==> src/design/ccp_clock_defines.svh <==
// register map, field positions, reset values and timing counts of the clock control block
`ifndef CCP_CLOCK_DEFINES_SVH
`define CCP_CLOCK_DEFINES_SVH

// -------------------------------------------------------------------
// register offsets and reset values
// -------------------------------------------------------------------
`define CCP_MODE_OFS   8'hEB
`define CCP_CTL_OFS    8'hF0
`define CCP_FLAG_OFS   8'hF2
`define CCP_MODE_RST   8'hE0
`define CCP_CTL_RST    8'h00
`define CCP_FLAG_RST   5'h08

// -------------------------------------------------------------------
// field positions
// -------------------------------------------------------------------
`define CCP_MODE_INPUT_DIVIDE_CONTROL  5
`define CCP_MODE_PRS   4:2
`define CCP_CTL_INTSEL 7
`define CCP_CTL_SRES   3
`define CCP_CTL_AUX    2
`define CCP_CTL_WSEL   1
`define CCP_CTL_LPW    0
`define CCP_FLAG_XTS   4
`define CCP_FLAG_BYP   3
`define CCP_FLAG_PSEL  0
`define CCP_DX_OFF     3'h7

// -------------------------------------------------------------------
// timing
// -------------------------------------------------------------------
`define CCP_CLK_NS      100
`define CCP_AUX_LOSS_NS 20000
`define CCP_AUX_LOSS_CYC ((`CCP_AUX_LOSS_NS) / (`CCP_CLK_NS))

`endif

==> src/design/ccp_pkg.sv <==
// types shared by the clock control block
`default_nettype none
package ccp_pkg;
    // system clock source
    typedef enum logic [1:0] {
        CCP_SRC_PLL   = 2'b00,
        CCP_SRC_REF   = 2'b01,
        CCP_SRC_REF16 = 2'b10,
        CCP_SRC_AUX   = 2'b11
    } ccp_src_t;
endpackage : ccp_pkg
`default_nettype wire

==> src/design/ccp_clock_ctrl.sv <==
// clock source selection, core prescaler and low-power wait control
`timescale 1ns/1ps
`default_nettype none
`include "ccp_clock_defines.svh"

module ccp_clock_ctrl #(
    parameter int AUX_LOSS_CYC = `CCP_AUX_LOSS_CYC
) (
    // clock and reset
    input  wire logic             clk,
    input  wire logic             rst,
    // register port
    input  wire logic [7:0]       reg_addr,
    input  wire logic             reg_wr,
    input  wire logic             reg_rd,
    input  wire logic [7:0]       reg_wdata,
    output logic      [7:0]       reg_rdata,
    // clock sources, sampled as levels
    input  wire logic             raw_oscillator_clock,
    input  wire logic             pll_clock_in,
    input  wire logic             auxiliary_clock_input,
    // pll status and settings from the pll configuration
    input  wire logic             pll_lock,
    input  wire logic             pll_free_run_enable,
    input  wire logic [2:0]       pll_divider_code,
    // core events
    input  wire logic             wfi_enter,
    input  wire logic             wfi_wake,
    input  wire logic             halt_exec,
    input  wire logic             mem_wait,
    input  wire logic             bus_request,
    input  wire logic             hw_stop_restart,
    input  wire logic             ext_int_in,
    // clocks and controls out
    output logic                  system_clock,
    output logic                  peripheral_clock,
    output logic                  core_clock,
    output ccp_pkg::ccp_src_t     active_source,
    output logic                  pll_enable,
    output logic                  crystal_enable,
    output logic                  clock_event_interrupt_channel,
    output logic                  soft_reset_req,
    output logic                  unit_off
);
    import ccp_pkg::*;

    // flag reset image held as a sized constant so its bits can be selected
    localparam logic [4:0] FLAG_RST = `CCP_FLAG_RST;

    // -------------------------------------------------------------------
    // state
    // -------------------------------------------------------------------
    logic [7:0]  mode_reg;
    logic [7:0]  ctl_reg;
    logic        crystal_stop_enable;
    logic        divide16_bypass;
    logic        pll_clock_select;
    logic        raw_d;
    logic        ref_half;
    logic        ref_d;
    logic [3:0]  ref_cnt;
    logic        aux_s1;
    logic        aux_s2;
    logic        aux_s3;
    logic [11:0] aux_cnt;
    logic        aux_present;
    logic        wfi_state;
    logic [2:0]  pcnt;
    logic [2:0]  prs_cur;
    logic        slow_d;
    logic        lock_d;
    ccp_src_t    next_sel;

    logic        reference_clock;
    logic        ref16;
    logic        auxiliary_active_status;
    logic        wfi_lp;
    logic        sys_lvl;
    logic        sys_rise;
    logic        hold_core;
    logic        clk_event;
    logic        wr_mode;
    logic        wr_ctl;
    logic        wr_flag;

    // -------------------------------------------------------------------
    // helpers
    // -------------------------------------------------------------------
    // level of a given source; used for the live source and the candidate
    function automatic logic src_level(input ccp_src_t s, input logic pll_v,
                                       input logic ref_v, input logic r16_v,
                                       input logic aux_v);
        case (s)
            CCP_SRC_PLL:   src_level = pll_v;
            CCP_SRC_REF:   src_level = ref_v;
            CCP_SRC_REF16: src_level = r16_v;
            default:       src_level = aux_v;
        endcase
    endfunction : src_level

    assign wr_mode = reg_wr && (reg_addr == `CCP_MODE_OFS);
    assign wr_ctl  = reg_wr && (reg_addr == `CCP_CTL_OFS);
    assign wr_flag = reg_wr && (reg_addr == `CCP_FLAG_OFS);

    // -------------------------------------------------------------------
    // reference clock and divide-by-16
    // -------------------------------------------------------------------
    // halve the raw oscillator by toggling on its rising edge
    always_ff @(posedge clk) begin
        if (rst) begin
            raw_d    <= 1'b0;
            ref_half <= 1'b0;
        end else begin
            raw_d <= raw_oscillator_clock;
            if (raw_oscillator_clock && !raw_d) begin
                ref_half <= !ref_half;
            end
        end
    end

    // input divide bit picks halved or raw oscillator
    assign reference_clock = mode_reg[`CCP_MODE_INPUT_DIVIDE_CONTROL] ? ref_half : raw_oscillator_clock;

    // sixteen reference edges make one reference/16 period
    always_ff @(posedge clk) begin
        if (rst) begin
            ref_d   <= 1'b0;
            ref_cnt <= 4'h0;
        end else begin
            ref_d <= reference_clock;
            if (reference_clock && !ref_d) begin
                ref_cnt <= ref_cnt + 4'h1;
            end
        end
    end
    assign ref16 = ref_cnt[3];

    // -------------------------------------------------------------------
    // auxiliary presence detector
    // -------------------------------------------------------------------
    // two-stage synchroniser, edge seen between second and third stage
    always_ff @(posedge clk) begin
        if (rst) begin
            aux_s1      <= 1'b0;
            aux_s2      <= 1'b0;
            aux_s3      <= 1'b0;
            aux_cnt     <= 12'hFFF;
            aux_present <= 1'b0;
        end else begin
            aux_s1 <= auxiliary_clock_input;
            aux_s2 <= aux_s1;
            aux_s3 <= aux_s2;
            if (aux_s2 != aux_s3) begin
                aux_cnt <= 12'h000;
            end else if (aux_cnt != 12'hFFF) begin
                aux_cnt <= aux_cnt + 12'h001;
            end
            aux_present <= (aux_cnt < 12'(AUX_LOSS_CYC));
        end
    end

    // selection only counts while a clock is really there
    assign auxiliary_active_status = aux_present && ctl_reg[`CCP_CTL_AUX];

    // -------------------------------------------------------------------
    // registers
    // -------------------------------------------------------------------
    // mode register: input divide and core prescale
    always_ff @(posedge clk) begin
        if (rst) begin
            mode_reg <= `CCP_MODE_RST;
        end else if (wr_mode) begin
            mode_reg <= reg_wdata;
        end
    end

    // clock control; low-power wait entry with a present aux wait clock sets the aux select bit
    always_ff @(posedge clk) begin
        if (rst) begin
            ctl_reg <= `CCP_CTL_RST;
        end else begin
            if (wr_ctl) begin
                ctl_reg <= reg_wdata;
            end
            if (wfi_enter && ctl_reg[`CCP_CTL_LPW] && ctl_reg[`CCP_CTL_WSEL]
                && aux_present) begin
                ctl_reg[`CCP_CTL_AUX] <= 1'b1;
            end
        end
    end

    // flag bits; hardware clears of the pll select beat a software set,
    // so a pll with divider code off and no free run can never be picked in the same cycle
    always_ff @(posedge clk) begin
        if (rst) begin
            crystal_stop_enable <= FLAG_RST[`CCP_FLAG_XTS];
            divide16_bypass     <= FLAG_RST[`CCP_FLAG_BYP];
            pll_clock_select    <= FLAG_RST[`CCP_FLAG_PSEL];
        end else begin
            if (wr_flag) begin
                crystal_stop_enable <= reg_wdata[`CCP_FLAG_XTS];
                divide16_bypass     <= reg_wdata[`CCP_FLAG_BYP];
                pll_clock_select    <= reg_wdata[`CCP_FLAG_PSEL];
            end
            if ((wfi_enter && ctl_reg[`CCP_CTL_LPW])
                || !divide16_bypass || unit_off
                || (crystal_stop_enable && auxiliary_active_status)
                || (pll_divider_code == `CCP_DX_OFF && !pll_free_run_enable)) begin
                pll_clock_select <= 1'b0;
            end
        end
    end

    // read data; stop enable reads low until the aux clock is active
    always_ff @(posedge clk) begin
        if (rst) begin
            reg_rdata <= 8'h00;
        end else if (reg_rd) begin
            case (reg_addr)
                `CCP_MODE_OFS: reg_rdata <= mode_reg;
                `CCP_CTL_OFS:  reg_rdata <= ctl_reg;
                `CCP_FLAG_OFS: reg_rdata <= {3'h0,
                                   crystal_stop_enable && auxiliary_active_status,
                                   divide16_bypass, auxiliary_active_status,
                                   pll_lock, pll_clock_select};
                default:       reg_rdata <= 8'h00;
            endcase
        end
    end

    // -------------------------------------------------------------------
    // wait, halt and source choice
    // -------------------------------------------------------------------
    // wait state lasts from the instruction until the wake interrupt
    always_ff @(posedge clk) begin
        if (rst) begin
            wfi_state <= 1'b0;
        end else if (wfi_enter) begin
            wfi_state <= 1'b1;
        end else if (wfi_wake) begin
            wfi_state <= 1'b0;
        end
    end
    assign wfi_lp = wfi_state && ctl_reg[`CCP_CTL_LPW];

    // aux overrides all; low power and cleared bypass force ref/16
    always_comb begin
        if (auxiliary_active_status) begin
            next_sel = CCP_SRC_AUX;
        end else if (wfi_lp || !divide16_bypass) begin
            next_sel = CCP_SRC_REF16;
        end else if (pll_clock_select && (pll_lock || pll_free_run_enable)) begin
            next_sel = CCP_SRC_PLL;
        end else begin
            next_sel = CCP_SRC_REF;
        end
    end

    // halt either asks for reset or shuts the unit until reset
    always_ff @(posedge clk) begin
        if (rst) begin
            soft_reset_req <= 1'b0;
            unit_off       <= 1'b0;
        end else begin
            soft_reset_req <= halt_exec && ctl_reg[`CCP_CTL_SRES];
            if (halt_exec && !ctl_reg[`CCP_CTL_SRES]) begin
                unit_off <= 1'b1;
            end
        end
    end

    // -------------------------------------------------------------------
    // system clock
    // -------------------------------------------------------------------
    assign sys_lvl  = src_level(active_source, pll_clock_in, reference_clock,
                                ref16, aux_s2);
    assign sys_rise = sys_lvl && !system_clock;

    // switch only while both old and new clocks sit low, so no runt appears;
    // a stuck-high new source delays the switch until it drops
    always_ff @(posedge clk) begin
        if (rst) begin
            active_source <= CCP_SRC_REF;
        end else if (next_sel != active_source && !system_clock && !sys_lvl
                     && !src_level(next_sel, pll_clock_in, reference_clock,
                                   ref16, aux_s2)) begin
            active_source <= next_sel;
        end
    end

    // peripherals take the same undivided clock as the prescaler input
    always_ff @(posedge clk) begin
        if (rst) begin
            system_clock     <= 1'b0;
            peripheral_clock <= 1'b0;
        end else begin
            system_clock     <= sys_lvl && !unit_off;
            peripheral_clock <= sys_lvl && !unit_off;
        end
    end

    // -------------------------------------------------------------------
    // core clock prescaler
    // -------------------------------------------------------------------
    // wait, halt without reset enable and bus stretch all freeze the core clock high
    assign hold_core = mem_wait || bus_request || wfi_state || unit_off;

    // count system rising edges; new ratio loads only at period end
    always_ff @(posedge clk) begin
        if (rst) begin
            pcnt    <= 3'h0;
            prs_cur <= 3'h0;
        end else if (!hold_core && sys_rise) begin
            if (pcnt == prs_cur) begin
                pcnt    <= 3'h0;
                prs_cur <= mode_reg[`CCP_MODE_PRS];
            end else begin
                pcnt <= pcnt + 3'h1;
            end
        end
    end

    // low only in the last system cycle's low half; zero ratio follows it
    always_ff @(posedge clk) begin
        if (rst) begin
            core_clock <= 1'b0;
        end else if (hold_core) begin
            core_clock <= 1'b1;
        end else begin
            core_clock <= (pcnt == prs_cur) ? sys_lvl : 1'b1;
        end
    end

    // -------------------------------------------------------------------
    // oscillator and pll enables
    // -------------------------------------------------------------------
    always_ff @(posedge clk) begin
        if (rst) begin
            crystal_enable <= 1'b1;
            pll_enable     <= 1'b0;
        end else begin
            crystal_enable <= !unit_off && !(crystal_stop_enable
                                             && auxiliary_active_status);
            pll_enable     <= !unit_off && divide16_bypass
                              && (pll_divider_code != `CCP_DX_OFF || pll_free_run_enable)
                              && !(wfi_lp && !pll_free_run_enable);
        end
    end

    // -------------------------------------------------------------------
    // clock event interrupt
    // -------------------------------------------------------------------
    assign clk_event = ((active_source == CCP_SRC_AUX
                         || active_source == CCP_SRC_REF16) != slow_d)
                       || (pll_lock != lock_d) || hw_stop_restart;

    always_ff @(posedge clk) begin
        if (rst) begin
            slow_d <= 1'b0;
            lock_d <= 1'b0;
            clock_event_interrupt_channel <= 1'b1;
        end else begin
            slow_d <= (active_source == CCP_SRC_AUX || active_source == CCP_SRC_REF16);
            lock_d <= pll_lock;
            // one low cycle gives the falling edge the channel expects
            clock_event_interrupt_channel <= ctl_reg[`CCP_CTL_INTSEL]
                                             ? !clk_event : ext_int_in;
        end
    end

    // -------------------------------------------------------------------
    // checks
    // -------------------------------------------------------------------
    core_follow_a: assert property (@(posedge clk) disable iff (rst)
        (prs_cur == 3'h0 && !hold_core) |=> (core_clock == system_clock || unit_off))
        else $error("undivided core clock differs from system clock");
    core_hold_a: assert property (@(posedge clk) disable iff (rst)
        (mem_wait || bus_request) |=> core_clock)
        else $error("core clock not held high during stretch");
    periph_clock_a: assert property (@(posedge clk) disable iff (rst)
        peripheral_clock == system_clock)
        else $error("peripheral clock differs from system clock");
    aux_present_a: assert property (@(posedge clk) disable iff (rst)
        next_sel == CCP_SRC_AUX |-> aux_present)
        else $error("absent auxiliary clock chosen");
    lp_source_a: assert property (@(posedge clk) disable iff (rst)
        (wfi_lp && !auxiliary_active_status) |-> next_sel == CCP_SRC_REF16)
        else $error("low power wait not on reference/16");
    pll_off_a: assert property (@(posedge clk) disable iff (rst)
        (wfi_lp && !pll_free_run_enable) |=> !pll_enable)
        else $error("pll left running in low power wait");
    psel_clear_a: assert property (@(posedge clk) disable iff (rst)
        (wfi_enter && ctl_reg[`CCP_CTL_LPW]) |=> !pll_clock_select)
        else $error("pll select survived low power wait entry");
    xtal_stop_a: assert property (@(posedge clk) disable iff (rst)
        (crystal_stop_enable && auxiliary_active_status) |=> !crystal_enable)
        else $error("crystal running with stop enabled on aux");
    event_fall_a: assert property (@(posedge clk) disable iff (rst)
        (clk_event && ctl_reg[`CCP_CTL_INTSEL]) |=> !clock_event_interrupt_channel)
        else $error("clock event produced no low level");
    halt_reset_a: assert property (@(posedge clk) disable iff (rst)
        (halt_exec && ctl_reg[`CCP_CTL_SRES]) |=> soft_reset_req ##1 !unit_off)
        else $error("halt with reset enable misbehaved");
    reset_state_a: assert property (@(posedge clk)
        rst |=> (mode_reg == `CCP_MODE_RST && ctl_reg == `CCP_CTL_RST && divide16_bypass))
        else $error("reset values wrong");
endmodule : ccp_clock_ctrl
`default_nettype wire

==> config.mk <==
export PLATFORM = sky130hd
export DESIGN_NAME = ccp_clock_ctrl
export DESIGN_NICKNAME = d
export VERILOG_FILES = /design/src/design/ccp_pkg.sv /design/src/design/ccp_clock_ctrl.sv
export VERILOG_INCLUDE_DIRS = /design/src /design/src/design
export SDC_FILE = /design/constraint.sdc
export NUM_CORES = 1
export LEC_CHECK = 0
export ABC_AREA = 1
export BUFFER_PORTS_ARGS = -buffer_cell sky130_fd_sc_hd__buf_2
export CORE_MARGIN = 1.5
export CORE_UTILIZATION = 40
export CTS_BUF_LIST = sky130_fd_sc_hd__clkbuf_8
export DETAILED_ROUTE_END_ITERATION = 10
export SETUP_SLACK_MARGIN = 0.3
export SLEW_MARGIN = 5
export SYNTH_ARGS = -nofsm -noshare
export SYNTH_HDL_FRONTEND = slang
export SYNTH_SLANG_ARGS = --single-unit
==> constraint.sdc <==
create_clock -name clk -period 2.85 [get_ports clk]
set_input_delay 0.1425 -clock clk [delete_from_list [all_inputs] [get_ports clk]]
set_output_delay 0.1425 -clock clk [all_outputs]
set_load 0.01 [all_outputs]
Yosys cells after proc, flatten, opt, wreduce, memory -nomap -nowiden --
Index checks and enable logic that the tools add are counted.
Storage, ports and cells: bits in registers 68, input bits 35, output and inout bits 18, word-level logic and storage cells 127
Cells by class: add/subtract/negate cells 3, $lt $le $gt $ge 1, equality and inequality tests 16, muxes and demuxes 18, reductions and logical operators 60
Operator list (count):
- logical AND 1 bit | 26
- == test 8 bit, second input constant | 3
- 2-to-1 mux 12 bit | 2
- one-hot mux 8 bit (3 select lines) | 1
- zero test 1 bit | 14
- logical OR 1 bit | 13
- adder 12 x 1 -> 12 bit, second input constant | 1
- < comparator 12 x 8 -> 1 bit, second input constant | 1
- != test 12 bit, second input constant | 1
- 2-to-1 mux 1 bit | 9
- == test 2 bit, second input constant | 3
- 2-to-1 mux 3 bit | 2
- one-hot mux 1 bit (3 select lines) | 2
- nonzero test 2 bit | 3
- adder 4 x 1 -> 4 bit, second input constant | 1
- == test 2 x 1 -> 1 bit, second input constant | 2
- zero test 2 bit | 2
- 2-to-1 mux 2 bit | 2
- adder 3 x 1 -> 3 bit, second input constant | 1
- == test 3 bit | 1
- == test 3 bit, second input constant | 1
- != test 1 bit | 3
- != test 3 bit, second input constant | 1
- != test 2 bit | 1
- other kinds (2) | 2

Depth between registers and ports, before layout --
Gate-level depths: netlist of run 1.
depth after elaboration 10, mapped depth 10, depth with buffers taken out 10

Least setup slack after synthesis of run 1 --
No wires, ideal clock.
path kind reg-to-reg, from reg aux_cnt[0], to reg aux_cnt[10], setup time 0.134 ns, arrival time 1.208 ns, required time 2.716 ns, slack 1.508 ns, stages on the path, launching flop included 11, path buffers 0, clock period less this slack 1.342 ns, cells stage by stage dfxtp_1 ha_1 nand2_1 inv_1 nand2_1 nor2_1 nand3_1 nand2_1 nand2_1 nand2_1 nand3_1
On the way: longest elaborated chain between the ends 3, elaborated cells between the ends (all ways) 5, classes of those cells add/sub: 1; eq/ne: 1; mux: 2; reduce/logical: 1
RTL lines:
- start, declared | RTL line ccp_clock_ctrl.sv:65 | logic [11:0] aux_cnt;
- start signal, assigned | RTL line ccp_clock_ctrl.sv:156 | aux_cnt <= aux_cnt + 12'h001;
- adder 12 x 1 -> 12 bit | RTL line ccp_clock_ctrl.sv:156
- 2-to-1 mux 12 bit | RTL line ccp_clock_ctrl.sv:155 | end else if (aux_cnt != 12'hFFF) begin
- 2-to-1 mux 12 bit | RTL line ccp_clock_ctrl.sv:153 | if (aux_s2 != aux_s3) begin
Several ways; a longest one is shown, not always the timed one. The select of a mux whose other input is x is not followed. A chain may end at the register's enable or synchronous reset.

Worst setup path in the final report of run 1 --
from reg aux_cnt[0], to reg aux_cnt[2]
Same word-level chain as after synthesis.

==> results of run 1 <==
## worst paths after layout
kind	from	endpoint	slack, ns	cells after the start
min reg2reg	aux_s1	aux_s2	0.41	2
max	aux_cnt[0]	aux_cnt[2]	1.35	9
max reg2reg	aux_cnt[0]	aux_cnt[2]	1.35	9
min	auxiliary_clock_input	aux_s1	0.02	3
## cell families after synthesis
logic type | count (synthesis) | share of synthesized area [%]
xor gates and xnor gates | 6 | 1.66
DFF | 68 | 42.9
buffers and inverters | 65 | 8.33
and+or+nand+nor | 216 | 33.4
AOI/OAI and AO/OA | 70 | 12.5
adders and majority gates | 3 | 1.18
## cell usage in the layout (no fill, tap or decap), types with 3 or more instances in the layout
| cell type | instances |
|---|---|
| sky130_fd_sc_hd__a21oi_1 | 24 |
| sky130_fd_sc_hd__a21oi_2 | 4 |
| sky130_fd_sc_hd__buf_2 | 52 |
| sky130_fd_sc_hd__buf_4 | 3 |
| sky130_fd_sc_hd__clkbuf_8 | 11 |
| sky130_fd_sc_hd__dfxtp_1 | 68 |
| sky130_fd_sc_hd__ha_1 | 3 |
| sky130_fd_sc_hd__inv_1 | 46 |
| sky130_fd_sc_hd__inv_2 | 5 |
| sky130_fd_sc_hd__nand2_1 | 73 |
| sky130_fd_sc_hd__nand2_2 | 4 |
| sky130_fd_sc_hd__nand3_1 | 58 |
| sky130_fd_sc_hd__nand4_1 | 5 |
| sky130_fd_sc_hd__nor2_1 | 46 |
| sky130_fd_sc_hd__nor2_2 | 6 |
| sky130_fd_sc_hd__nor2_4 | 3 |
| sky130_fd_sc_hd__nor3_1 | 8 |
| sky130_fd_sc_hd__o211ai_1 | 6 |
| sky130_fd_sc_hd__o21ai_0 | 16 |
| sky130_fd_sc_hd__o21ai_1 | 14 |
| sky130_fd_sc_hd__xnor2_1 | 4 |
## metrics by stage
| step | setup WS, ns | instance area, um2 | utilization [%] | hold slack [ns] | instances |
|---|---|---|---|---|---|
| after floorplan | 1.51 | 3170 | - | 0.249 | 428 |
| after global placement | 1.39 | 3520 | 45.8 | 0.356 | 573 |
| after detailed placement | 1.35 | 3520 | 45.8 | 0.364 | 573 |
| after CTS | 1.34 | 3740 | 48.7 | 0.0127 | 588 |
| after global routing | 1.12 | 3740 | 48.7 | 0.0116 | 588 |
| final | 1.35 | 3740 | 48.7 | 0.0156 | 588 |
## power by group
part	leakage (nW)	internal (mW)	total [mW]	switching, mW
Combinational	1.08	0.205	0.535	0.330
Sequential	0.556	1.03	1.11	0.0816
Clock	0.111	0.534	0.895	0.361
Total	1.75	1.77	2.55	0.773
## area by class of cell
| cell class | instances | area [um2] | share of cell area (%) |
|---|---|---|---|
| clock buffer | 11 | 151 | 4.05 |
| clock inverter | 4 | 72.6 | 1.94 |
| inverter | 53 | 201 | 5.38 |
| multi-input combinational | 295 | 1550 | 41.3 |
| sequential | 68 | 1360 | 36.4 |
| tap | 102 | 128 | 3.41 |
| timing repair buffer | 55 | 283 | 7.56 |
## worst max-delay path, stage by stage, from the launching register on
cell and delay (ns):
sky130_fd_sc_hd__dfxtp_1 0.44, sky130_fd_sc_hd__ha_1 0.22, sky130_fd_sc_hd__nand2_1 0.06, sky130_fd_sc_hd__inv_1 0.07, sky130_fd_sc_hd__nand2_1 0.08, sky130_fd_sc_hd__inv_2 0.09, sky130_fd_sc_hd__nand3b_4 0.12, sky130_fd_sc_hd__nor2_4 0.12
sky130_fd_sc_hd__inv_2 0.09, sky130_fd_sc_hd__o311ai_0 0.09
## per-layer routing
layer	global-route usage (%)	up-vias	share of wire [%]
li1	-	1524	-
met1	25.5	1312	50
met2	29.8	68	45
met3	3.81	7	4.2
met4	5.38	0	1.1
met5	0	-	0
==> summary.json, run 1 <==
{
  "outcome": "finished, final reports clean",
  "drc_violations": 0,
  "post-layout-total-power_mw": 2.55,
  "globalRouteTotalUtil_pct": 18.7,
  "clock-sinks": 68,
  "cts-resized-gates": 0,
  "tritoncts.num_buffers": 9,
  "cp_data_arrival_time_ns": 1.73,
  "highest_clock_frequency_the_design_can_meet_ghz": 0.666,
  "maxSlewHeadroom_pct": 67.4,
  "period_minus_slack_ns": 1.50,
  "worstSetupEndpointType": "flop",
  "largest-register": "aux_cnt",
  "synthDistinctLibCells": 43,
  "globalRoute.totalOverflow": 0,
  "number_of_maximum_capacitance_violations": 0,
  "avgSynthCellArea_um2": 7.41,
  "clkTransAtPathRegs_ns": 0.07,
  "routed_wire_length_per_instance_um": 12.5,
  "synth_warnings": 0,
  "io_pins": 53,
  "place_hpwl_um": 5470,
  "layout-area-overhead-vs-synth_pct": 18.0,
  "synth_edf_count": 0,
  "largest_register_ff_count": 12,
  "place_congestion": 0.819,
  "placeableCoreArea_um2": 7690,
  "routed_wl_um": 7330,
  "power_density_nw_per_um2": 680,
  "largest_net_degree_at_the_start_of_global_routing": 26,
  "route.vias.total": 2911,
  "synthArstFlopShare_pct": 0,
  "clk_latency_ns": 0.33,
  "detail-route-antenna-nets": 0,
  "synth_area_leaders": "sky130_fd_sc_hd__dfxtp_1 (43%), sky130_fd_sc_hd__nand3_1 (9.2%), sky130_fd_sc_hd__nand2_1 (8.6%)",
  "p_leak_nw": 1.75,
  "netlist.area_leader.share_pct": 42.9,
  "critical_path_class": "flop to flop",
  "n_fill_cell": 799,
  "dominantRegCellSynth": "sky130_fd_sc_hd__dfxtp_1",
  "insertedDiodeCount": 0,
  "postCtsSetupRepairBufs": 0,
  "synthDominantAreaCellType": "sky130_fd_sc_hd__dfxtp_1",
  "timing.critical_path.required_ns": 3.08,
  "die_h_um": 92.0,
  "final_max_slew_viol_count": 0,
  "synthTopCellsByCount": "sky130_fd_sc_hd__nand2_1 (73), sky130_fd_sc_hd__dfxtp_1 (68), sky130_fd_sc_hd__nand3_1 (58)",
  "die_w_um": 92.0,
  "cts-root-to-sink-buffers": 2,
  "grt_first_pass_wirelength_um": 12600,
  "holdBufCountCts": 0,
  "hold_viol": 0,
  "final.period_utilization_pct": 52.7,
  "ir_drop_v": 0.000304,
  "detailedRoute.firstPassIterationCount": 4,
  "postSynthCellCount": 428,
  "setup_viol": 0,
  "antenna_found_initial": 0,
  "setup_tns_ns": 0,
  "first_global_vias": 2706,
  "synthesis.nets": 466,
  "cell_area_synth_um2": 3170,
  "post_route_cells_drive_above_1_share_pct": 21.4,
  "fp.dieArea_um2": 8470,
  "tightestPinTransition_ns": 0.489,
  "rsz0062_at_grt": "no",
  "1st_iter_drt_viols": 128,
  "vias_per_cell": 4.95,
  "hold_path_class": "input port to flop",
  "floorplan.initialDensity_pct": 41.2,
  "synth_seq_area_share_pct": 42.9,
  "yosys.cell_count.top_type": "sky130_fd_sc_hd__nand2_1",
  "tritoncts": "built",
  "final_nets": 520,
  "setup.worst_path.start_class": "flop",
  "clk_root_buffer_cell": "sky130_fd_sc_hd__clkbuf_8",
  "htree_num_levels": 3,
  "fp-row-count": 32,
  "number_of_register_bits_inferred_by_synthesis": 68,
  "critical_path_peak_fanout": 7,
  "portBuffers": 52,
  "final_setup_skew_ns": 0.00649
}
Note: power is estimated with default switching activity, not from simulation.
==> run 2, diff against run 1 <==
--- a/config.mk
+++ b/config.mk
@@ -6,7 +6,7 @@
 export SDC_FILE = /design/constraint.sdc
 export NUM_CORES = 1
 export LEC_CHECK = 0
-export ABC_AREA = 1
+export ABC_AREA = 0
 export BUFFER_PORTS_ARGS = -buffer_cell sky130_fd_sc_hd__buf_2
 export CORE_MARGIN = 1.5
 export CORE_UTILIZATION = 40
==> constraint.sdc (replaced) <==
create_clock -name clk -period 1.5 [get_ports clk]
set_input_delay 0.075 -clock clk [delete_from_list [all_inputs] [get_ports clk]]
set_output_delay 0.075 -clock clk [all_outputs]
set_load 0.01 [all_outputs]
==> summary.json, run 2 <==
{
  "hold_viol": {"value": 1, "change": "was 0"},
  "synth_mux_area_share": {"value": 6.67, "unit": "%", "change": "was 0%"},
  "synth_area_leaders": {"value": "sky130_fd_sc_hd__dfxtp_1 (44%), sky130_fd_sc_hd__mux2i_1 (5.2%), sky130_fd_sc_hd__nor2_1 (4.9%)", "change": "was sky130_fd_sc_hd__dfxtp_1 (43%), sky130_fd_sc_hd__nand3_1 (9.2%), sky130_fd_sc_hd__nand2_1 (8.6%)"},
  "largest_register_ff_count": {"value": 12, "change": "unchanged"},
  "cp_data_arrival_time": {"value": 2.16, "unit": "ns", "change": "was 1.73 ns"},
  "synth_edf_count": {"value": 0, "change": "unchanged"},
  "layout-area-overhead-vs-synth": {"value": 38.7, "unit": "%", "change": "was 18.0%"},
  "crit_path_cell_trace": {"value": "or4_4 > or4_4 > a211oi_4 > mux2i_1 > nor2_1", "change": "was ha_1 > nand2_1 > inv_1 > nand2_1 > inv_2 > nand3b_4 > nor2_4 > inv_2 > o311ai_0"},
  "timing.critical_path.required": {"value": 1.76, "unit": "ns", "change": "was 3.08 ns"},
  "highest_clock_frequency_the_design_can_meet": {"value": 0.526, "unit": "GHz", "change": "was 0.666 GHz"},
  "largest-register": {"value": "aux_cnt", "change": "unchanged"},
  "tightestPinTransition": {"value": 0.419, "unit": "ns", "change": "was 0.489 ns"},
  "detail-route-antenna-nets": {"value": 0, "change": "unchanged"},
  "ir_drop": {"value": 0.000641, "unit": "V", "change": "was 0.000304 V"},
  "gr-usage-met1": {"value": 24.2, "unit": "%", "change": "was 25.5%"},
  "period_minus_slack": {"value": 1.90, "unit": "ns", "change": "was 1.50 ns"},
  "setup.worst_path.start_class": {"value": "flop", "change": "unchanged"},
  "place_hpwl": {"value": 5660, "unit": "um", "change": "was 5470 um"},
  "fp.dieArea": {"value": 8230, "unit": "um2", "change": "was 8470 um2"},
  "hold_path_class": {"value": "input port to flop", "change": "unchanged"},
  "antenna_found_initial": {"value": 0, "change": "unchanged"},
  "drc_violations": {"value": 0, "change": "unchanged"},
  "synthesis.nets": {"value": 375, "change": "was 466"},
  "power_density": {"value": 1240, "unit": "nW/um2", "change": "was 680 nW/um2"},
  "number_of_maximum_capacitance_violations": {"value": 0, "change": "unchanged"},
  "gr-usage-met2": {"value": 33.5, "unit": "%", "change": "was 29.8%"},
  "critical_path_class": {"value": "flop to flop", "change": "unchanged"},
  "crit_path_top_delay_cell": {"value": "sky130_fd_sc_hd__or4_4", "change": "was sky130_fd_sc_hd__dfxtp_1"},
  "portBuffers": {"value": 52, "change": "unchanged"},
  "routed_wire_length_per_instance": {"value": 14.5, "unit": "um", "change": "was 12.5 um"},
  "clk_root_buffer_cell": {"value": "sky130_fd_sc_hd__clkbuf_8", "change": "unchanged"},
  "first_global_vias": {"value": 2689, "change": "was 2706"},
  "post-route-worst-setup-slack": {"value": -0.401, "unit": "ns", "change": "was 1.35 ns"},
  "p_leak": {"value": 1.82, "unit": "nW", "change": "was 1.75 nW"},
  "place_congestion": {"value": 0.821, "change": "was 0.819"},
  "gr-usage-met3": {"value": 4.46, "unit": "%", "change": "was 3.81%"},
  "setup_tns": {"value": -2.54, "unit": "ns", "change": "was 0 ns"},
  "dominantRegCellSynth": {"value": "sky130_fd_sc_hd__dfxtp_1", "change": "unchanged"},
  "placeableCoreArea": {"value": 7330, "unit": "um2", "change": "was 7690 um2"},
  "most_frequent_cells_in_the_layout": {"value": "sky130_fd_sc_hd__buf_2 (52), sky130_fd_sc_hd__dfxtp_1 (48), sky130_fd_sc_hd__buf_4 (40), sky130_fd_sc_hd__nor2_1 (36), sky130_fd_sc_hd__nand2_1 (19)", "change": "was sky130_fd_sc_hd__nand2_1 (73), sky130_fd_sc_hd__dfxtp_1 (68), sky130_fd_sc_hd__nand3_1 (58), sky130_fd_sc_hd__buf_2 (52)"},
  "share_of_the_synthesized_netlist_area_taken_by_xor_and_xnor_gates": {"value": 4.27, "unit": "%", "change": "was 1.66%"},
  "clkTransAtPathRegs": {"value": 0.09, "unit": "ns", "change": "was 0.07 ns"},
  "worst_path_most_repeated_cell": "sky130_fd_sc_hd__or4_4",
  "post_synthesis_compound_gate_area_fraction": {"value": 18.4, "unit": "%", "change": "was 12.5%"},
  "mostFrequentLayoutCell": {"value": "sky130_fd_sc_hd__buf_2", "change": "was sky130_fd_sc_hd__nand2_1"},
  "clock-sinks": {"value": 68, "change": "unchanged"},
  "die_w": {"value": 90.7, "unit": "um", "change": "was 92.0 um"},
  "synthDistinctLibCells": {"value": 56, "change": "was 43"},
  "synthTopCellsByCount": {"value": "sky130_fd_sc_hd__dfxtp_1 (68), sky130_fd_sc_hd__nor2_1 (40), sky130_fd_sc_hd__nand2_1 (21)", "change": "was sky130_fd_sc_hd__nand2_1 (73), sky130_fd_sc_hd__dfxtp_1 (68), sky130_fd_sc_hd__nand3_1 (58)"},
  "yosys.cell_count.top_type": {"value": "sky130_fd_sc_hd__dfxtp_1", "change": "was sky130_fd_sc_hd__nand2_1"},
  "tritoncts": {"value": "built", "change": "unchanged"},
  "final_setup_skew": {"value": 0.0178, "unit": "ns", "change": "was 0.00649 ns"},
  "clk_latency": {"value": 0.36, "unit": "ns", "change": "was 0.33 ns"},
  "gr-max-usage-layer": {"value": "met2", "change": "unchanged"},
  "critical_path_peak_fanout": {"value": 4, "change": "was 7"},
  "rsz0062_at_grt": {"value": "yes", "change": "was no"},
  "multiInputGateArea": {"value": 1760, "unit": "um2", "change": "was 1550 um2"},
  "n_fill_cell": {"value": 673, "change": "was 799"},
  "synth_warnings": {"value": 0, "change": "unchanged"},
  "fp-row-count": {"value": 31, "change": "was 32"},
  "globalRoute.totalOverflow": {"value": 0, "change": "unchanged"},
  "insertedDiodeCount": {"value": 0, "change": "unchanged"},
  "final_nets": {"value": 477, "change": "was 520"},
  "post_synth_fa_ha_maj_area_fraction": {"value": 1.22, "unit": "%", "change": "was 1.18%"},
  "netlist.area_leader.share": {"value": 44.2, "unit": "%", "change": "was 42.9%"},
  "maxSlewHeadroom": {"value": 71.9, "unit": "%", "change": "was 67.4%"},
  "tritoncts.num_buffers": {"value": 9, "change": "unchanged"},
  "routed_wl": {"value": 7870, "unit": "um", "change": "was 7330 um"},
  "worst_hold_margin": {"value": -0.00130, "unit": "ns", "change": "was 0.0156 ns"},
  "detailedRoute.firstPassIterationCount": {"value": 5, "change": "was 4"},
  "globalRouteTotalUtil": {"value": 19.7, "unit": "%", "change": "was 18.7%"},
  "numPlacedInstances": {"value": 511, "change": "was 573"},
  "stdcell_count": {"value": 543, "change": "was 588"},
  "cell_area_synth": {"value": 3080, "unit": "um2", "change": "was 3170 um2"},
  "route.vias.total": {"value": 2818, "change": "was 2911"},
  "floorplan.initialDensity": {"value": 42.0, "unit": "%", "change": "was 41.2%"},
  "violations": "negative hold slack, negative setup slack",
  "worstSetupEndpointType": {"value": "flop", "change": "unchanged"},
  "final_max_slew_viol_count": {"value": 0, "change": "unchanged"},
  "final.period_utilization": {"value": 127, "unit": "%", "change": "was 52.7%"},
  "outcome": {"value": "complete, but fails checks", "change": "was finished, final reports clean"},
  "synth_simple_gate_area_share": {"value": 20.3, "unit": "%", "change": "was 33.4%"},
  "cp_slowest_stage_delay": {"value": 0.50, "unit": "ns", "change": "was 0.44 ns"},
  "synthArstFlopShare": {"value": 0, "unit": "%", "change": "unchanged"},
  "avgSynthCellArea": {"value": 9.13, "unit": "um2", "change": "was 7.41 um2"},
  "synth_seq_area_share": {"value": 44.2, "unit": "%", "change": "was 42.9%"},
  "largest_net_degree_at_the_start_of_global_routing": {"value": 21, "change": "was 26"},
  "largest_family_of_logic_cells_by_synthesized_area": {"value": "simple AND/OR/NAND/NOR gates", "change": "unchanged"},
  "1st_iter_drt_viols": {"value": 87, "change": "was 128"},
  "post_route_cells_drive_above_1_share": {"value": 40.8, "unit": "%", "change": "was 21.4%"},
  "number_of_register_bits_inferred_by_synthesis": {"value": 68, "change": "unchanged"},
  "htree_num_levels": {"value": 3, "change": "unchanged"},
  "postSynthCellCount": {"value": 337, "change": "was 428"},
  "layout.area.seq": {"value": 1390, "unit": "um2", "change": "was 1360 um2"},
  "cts-root-to-sink-buffers": {"value": 2, "change": "unchanged"},
  "synthDominantAreaCellType": {"value": "sky130_fd_sc_hd__dfxtp_1", "change": "unchanged"},
  "grt_first_pass_wirelength": {"value": 12800, "unit": "um", "change": "was 12600 um"},
  "die_h": {"value": 90.7, "unit": "um", "change": "was 92.0 um"},
  "io_pins": {"value": 53, "change": "unchanged"},
  "vias_per_cell": {"value": 5.19, "change": "was 4.95"},
  "setup_viol": {"value": 11, "change": "was 0"}
}
## run 2: cell count changes in the layout (fill, tap and decap cells not counted), moves of 18 or more
cell,delta
sky130_fd_sc_hd__nand3_1,-42
sky130_fd_sc_hd__buf_4,+37
sky130_fd_sc_hd__nand2_1,-54
sky130_fd_sc_hd__dfxtp_1,-20
sky130_fd_sc_hd__inv_1,-33
sky130_fd_sc_hd__dfxtp_2,+18
## run 2: cell type report
type	count	share of cell area, %
Inverter	13	1.14
Clock buffer	9	2.90
Multi-Input combinational cell	240	41.1
Timing Repair Buffer	107	17.0
Tap cell	99	2.90
Clock inverter	7	2.32
Sequential cell	68	32.6
## run 2: report_power, final
| part | leakage (nW) | internal (mW) | switching [mW] |
|---|---|---|---|
| registers | 0.554 | 1.96 | 0.119 |
| clock network | 0.106 | 0.945 | 0.758 |
| logic | 1.16 | 0.788 | 0.729 |
## run 2: final timing paths
kind              slack (ns)         start           to  cells past startpoint
setup / recovery       -0.40     wfi_state   prs_cur[2]                      5
hold / removal        -0.001  reg_wdata[3]  mode_reg[3]                      3
setup reg to reg       -0.40     wfi_state   prs_cur[2]                      5
hold reg to reg         0.44        aux_s1       aux_s2                      1
## run 2: kinds of logic (layout without fill, tap and decap cells)
| kind of cell | count (synthesis) | in the layout |
|---|---|---|
| xor gates and xnor gates | 15 | 15 |
| adders and majority gates | 3 | 3 |
| muxes | 19 | 19 |
| and+or+nand+nor | 126 | 126 |
| DFF | 68 | 68 |
| AOI/OAI and AO/OA | 77 | 77 |
| buffers and inverters | 29 | 136 |
## run 2: layer usage
| layer | wire (um) | vias to the layer above |
|---|---|---|
| met5 | 0 | - |
| li1 | - | 1401 |
| met2 | 3790 | 63 |
| met1 | 3630 | 1342 |
| met3 | 324 | 12 |
| met4 | 130 | 0 |
## run 2: worst max-delay path, delay by kind of cell, from the launching register on
| family | cells | cell delay (ns) |
|---|---|---|
| and+or+nand+nor | 3 | 1.00 |
| DFF | 1 | 0.32 |
| AOI/OAI and AO/OA | 1 | 0.27 |
| muxes | 1 | 0.22 |
## run 2: timing repair
action / 4_1_cts / 5_1_grt
hold buffers: 9 / 1
endpoints found under the hold margin: 10 / 1
resized for setup: 29 / 16
pin swaps: 19 / 19
setup buffers: 3 / 3
endpoints found under the setup margin: 28 / 31
## run 2: through the flow
stage	power (mW)	setup WS, ns	hold slack, ns	cell area [um2]	utilization (%)
2_1_floorplan	2.84	-0.376	0.175	3170	-
3_3_place_gp	3.24	-0.412	0.285	3740	51.0
3_5_place_dp	3.27	-0.440	0.289	3740	51.0
4_1_cts	5.15	-0.419	0.00395	4180	57.0
5_1_grt	5.55	-0.513	0.0148	4270	58.2
6_report	5.30	-0.401	-0.00130	4270	58.2
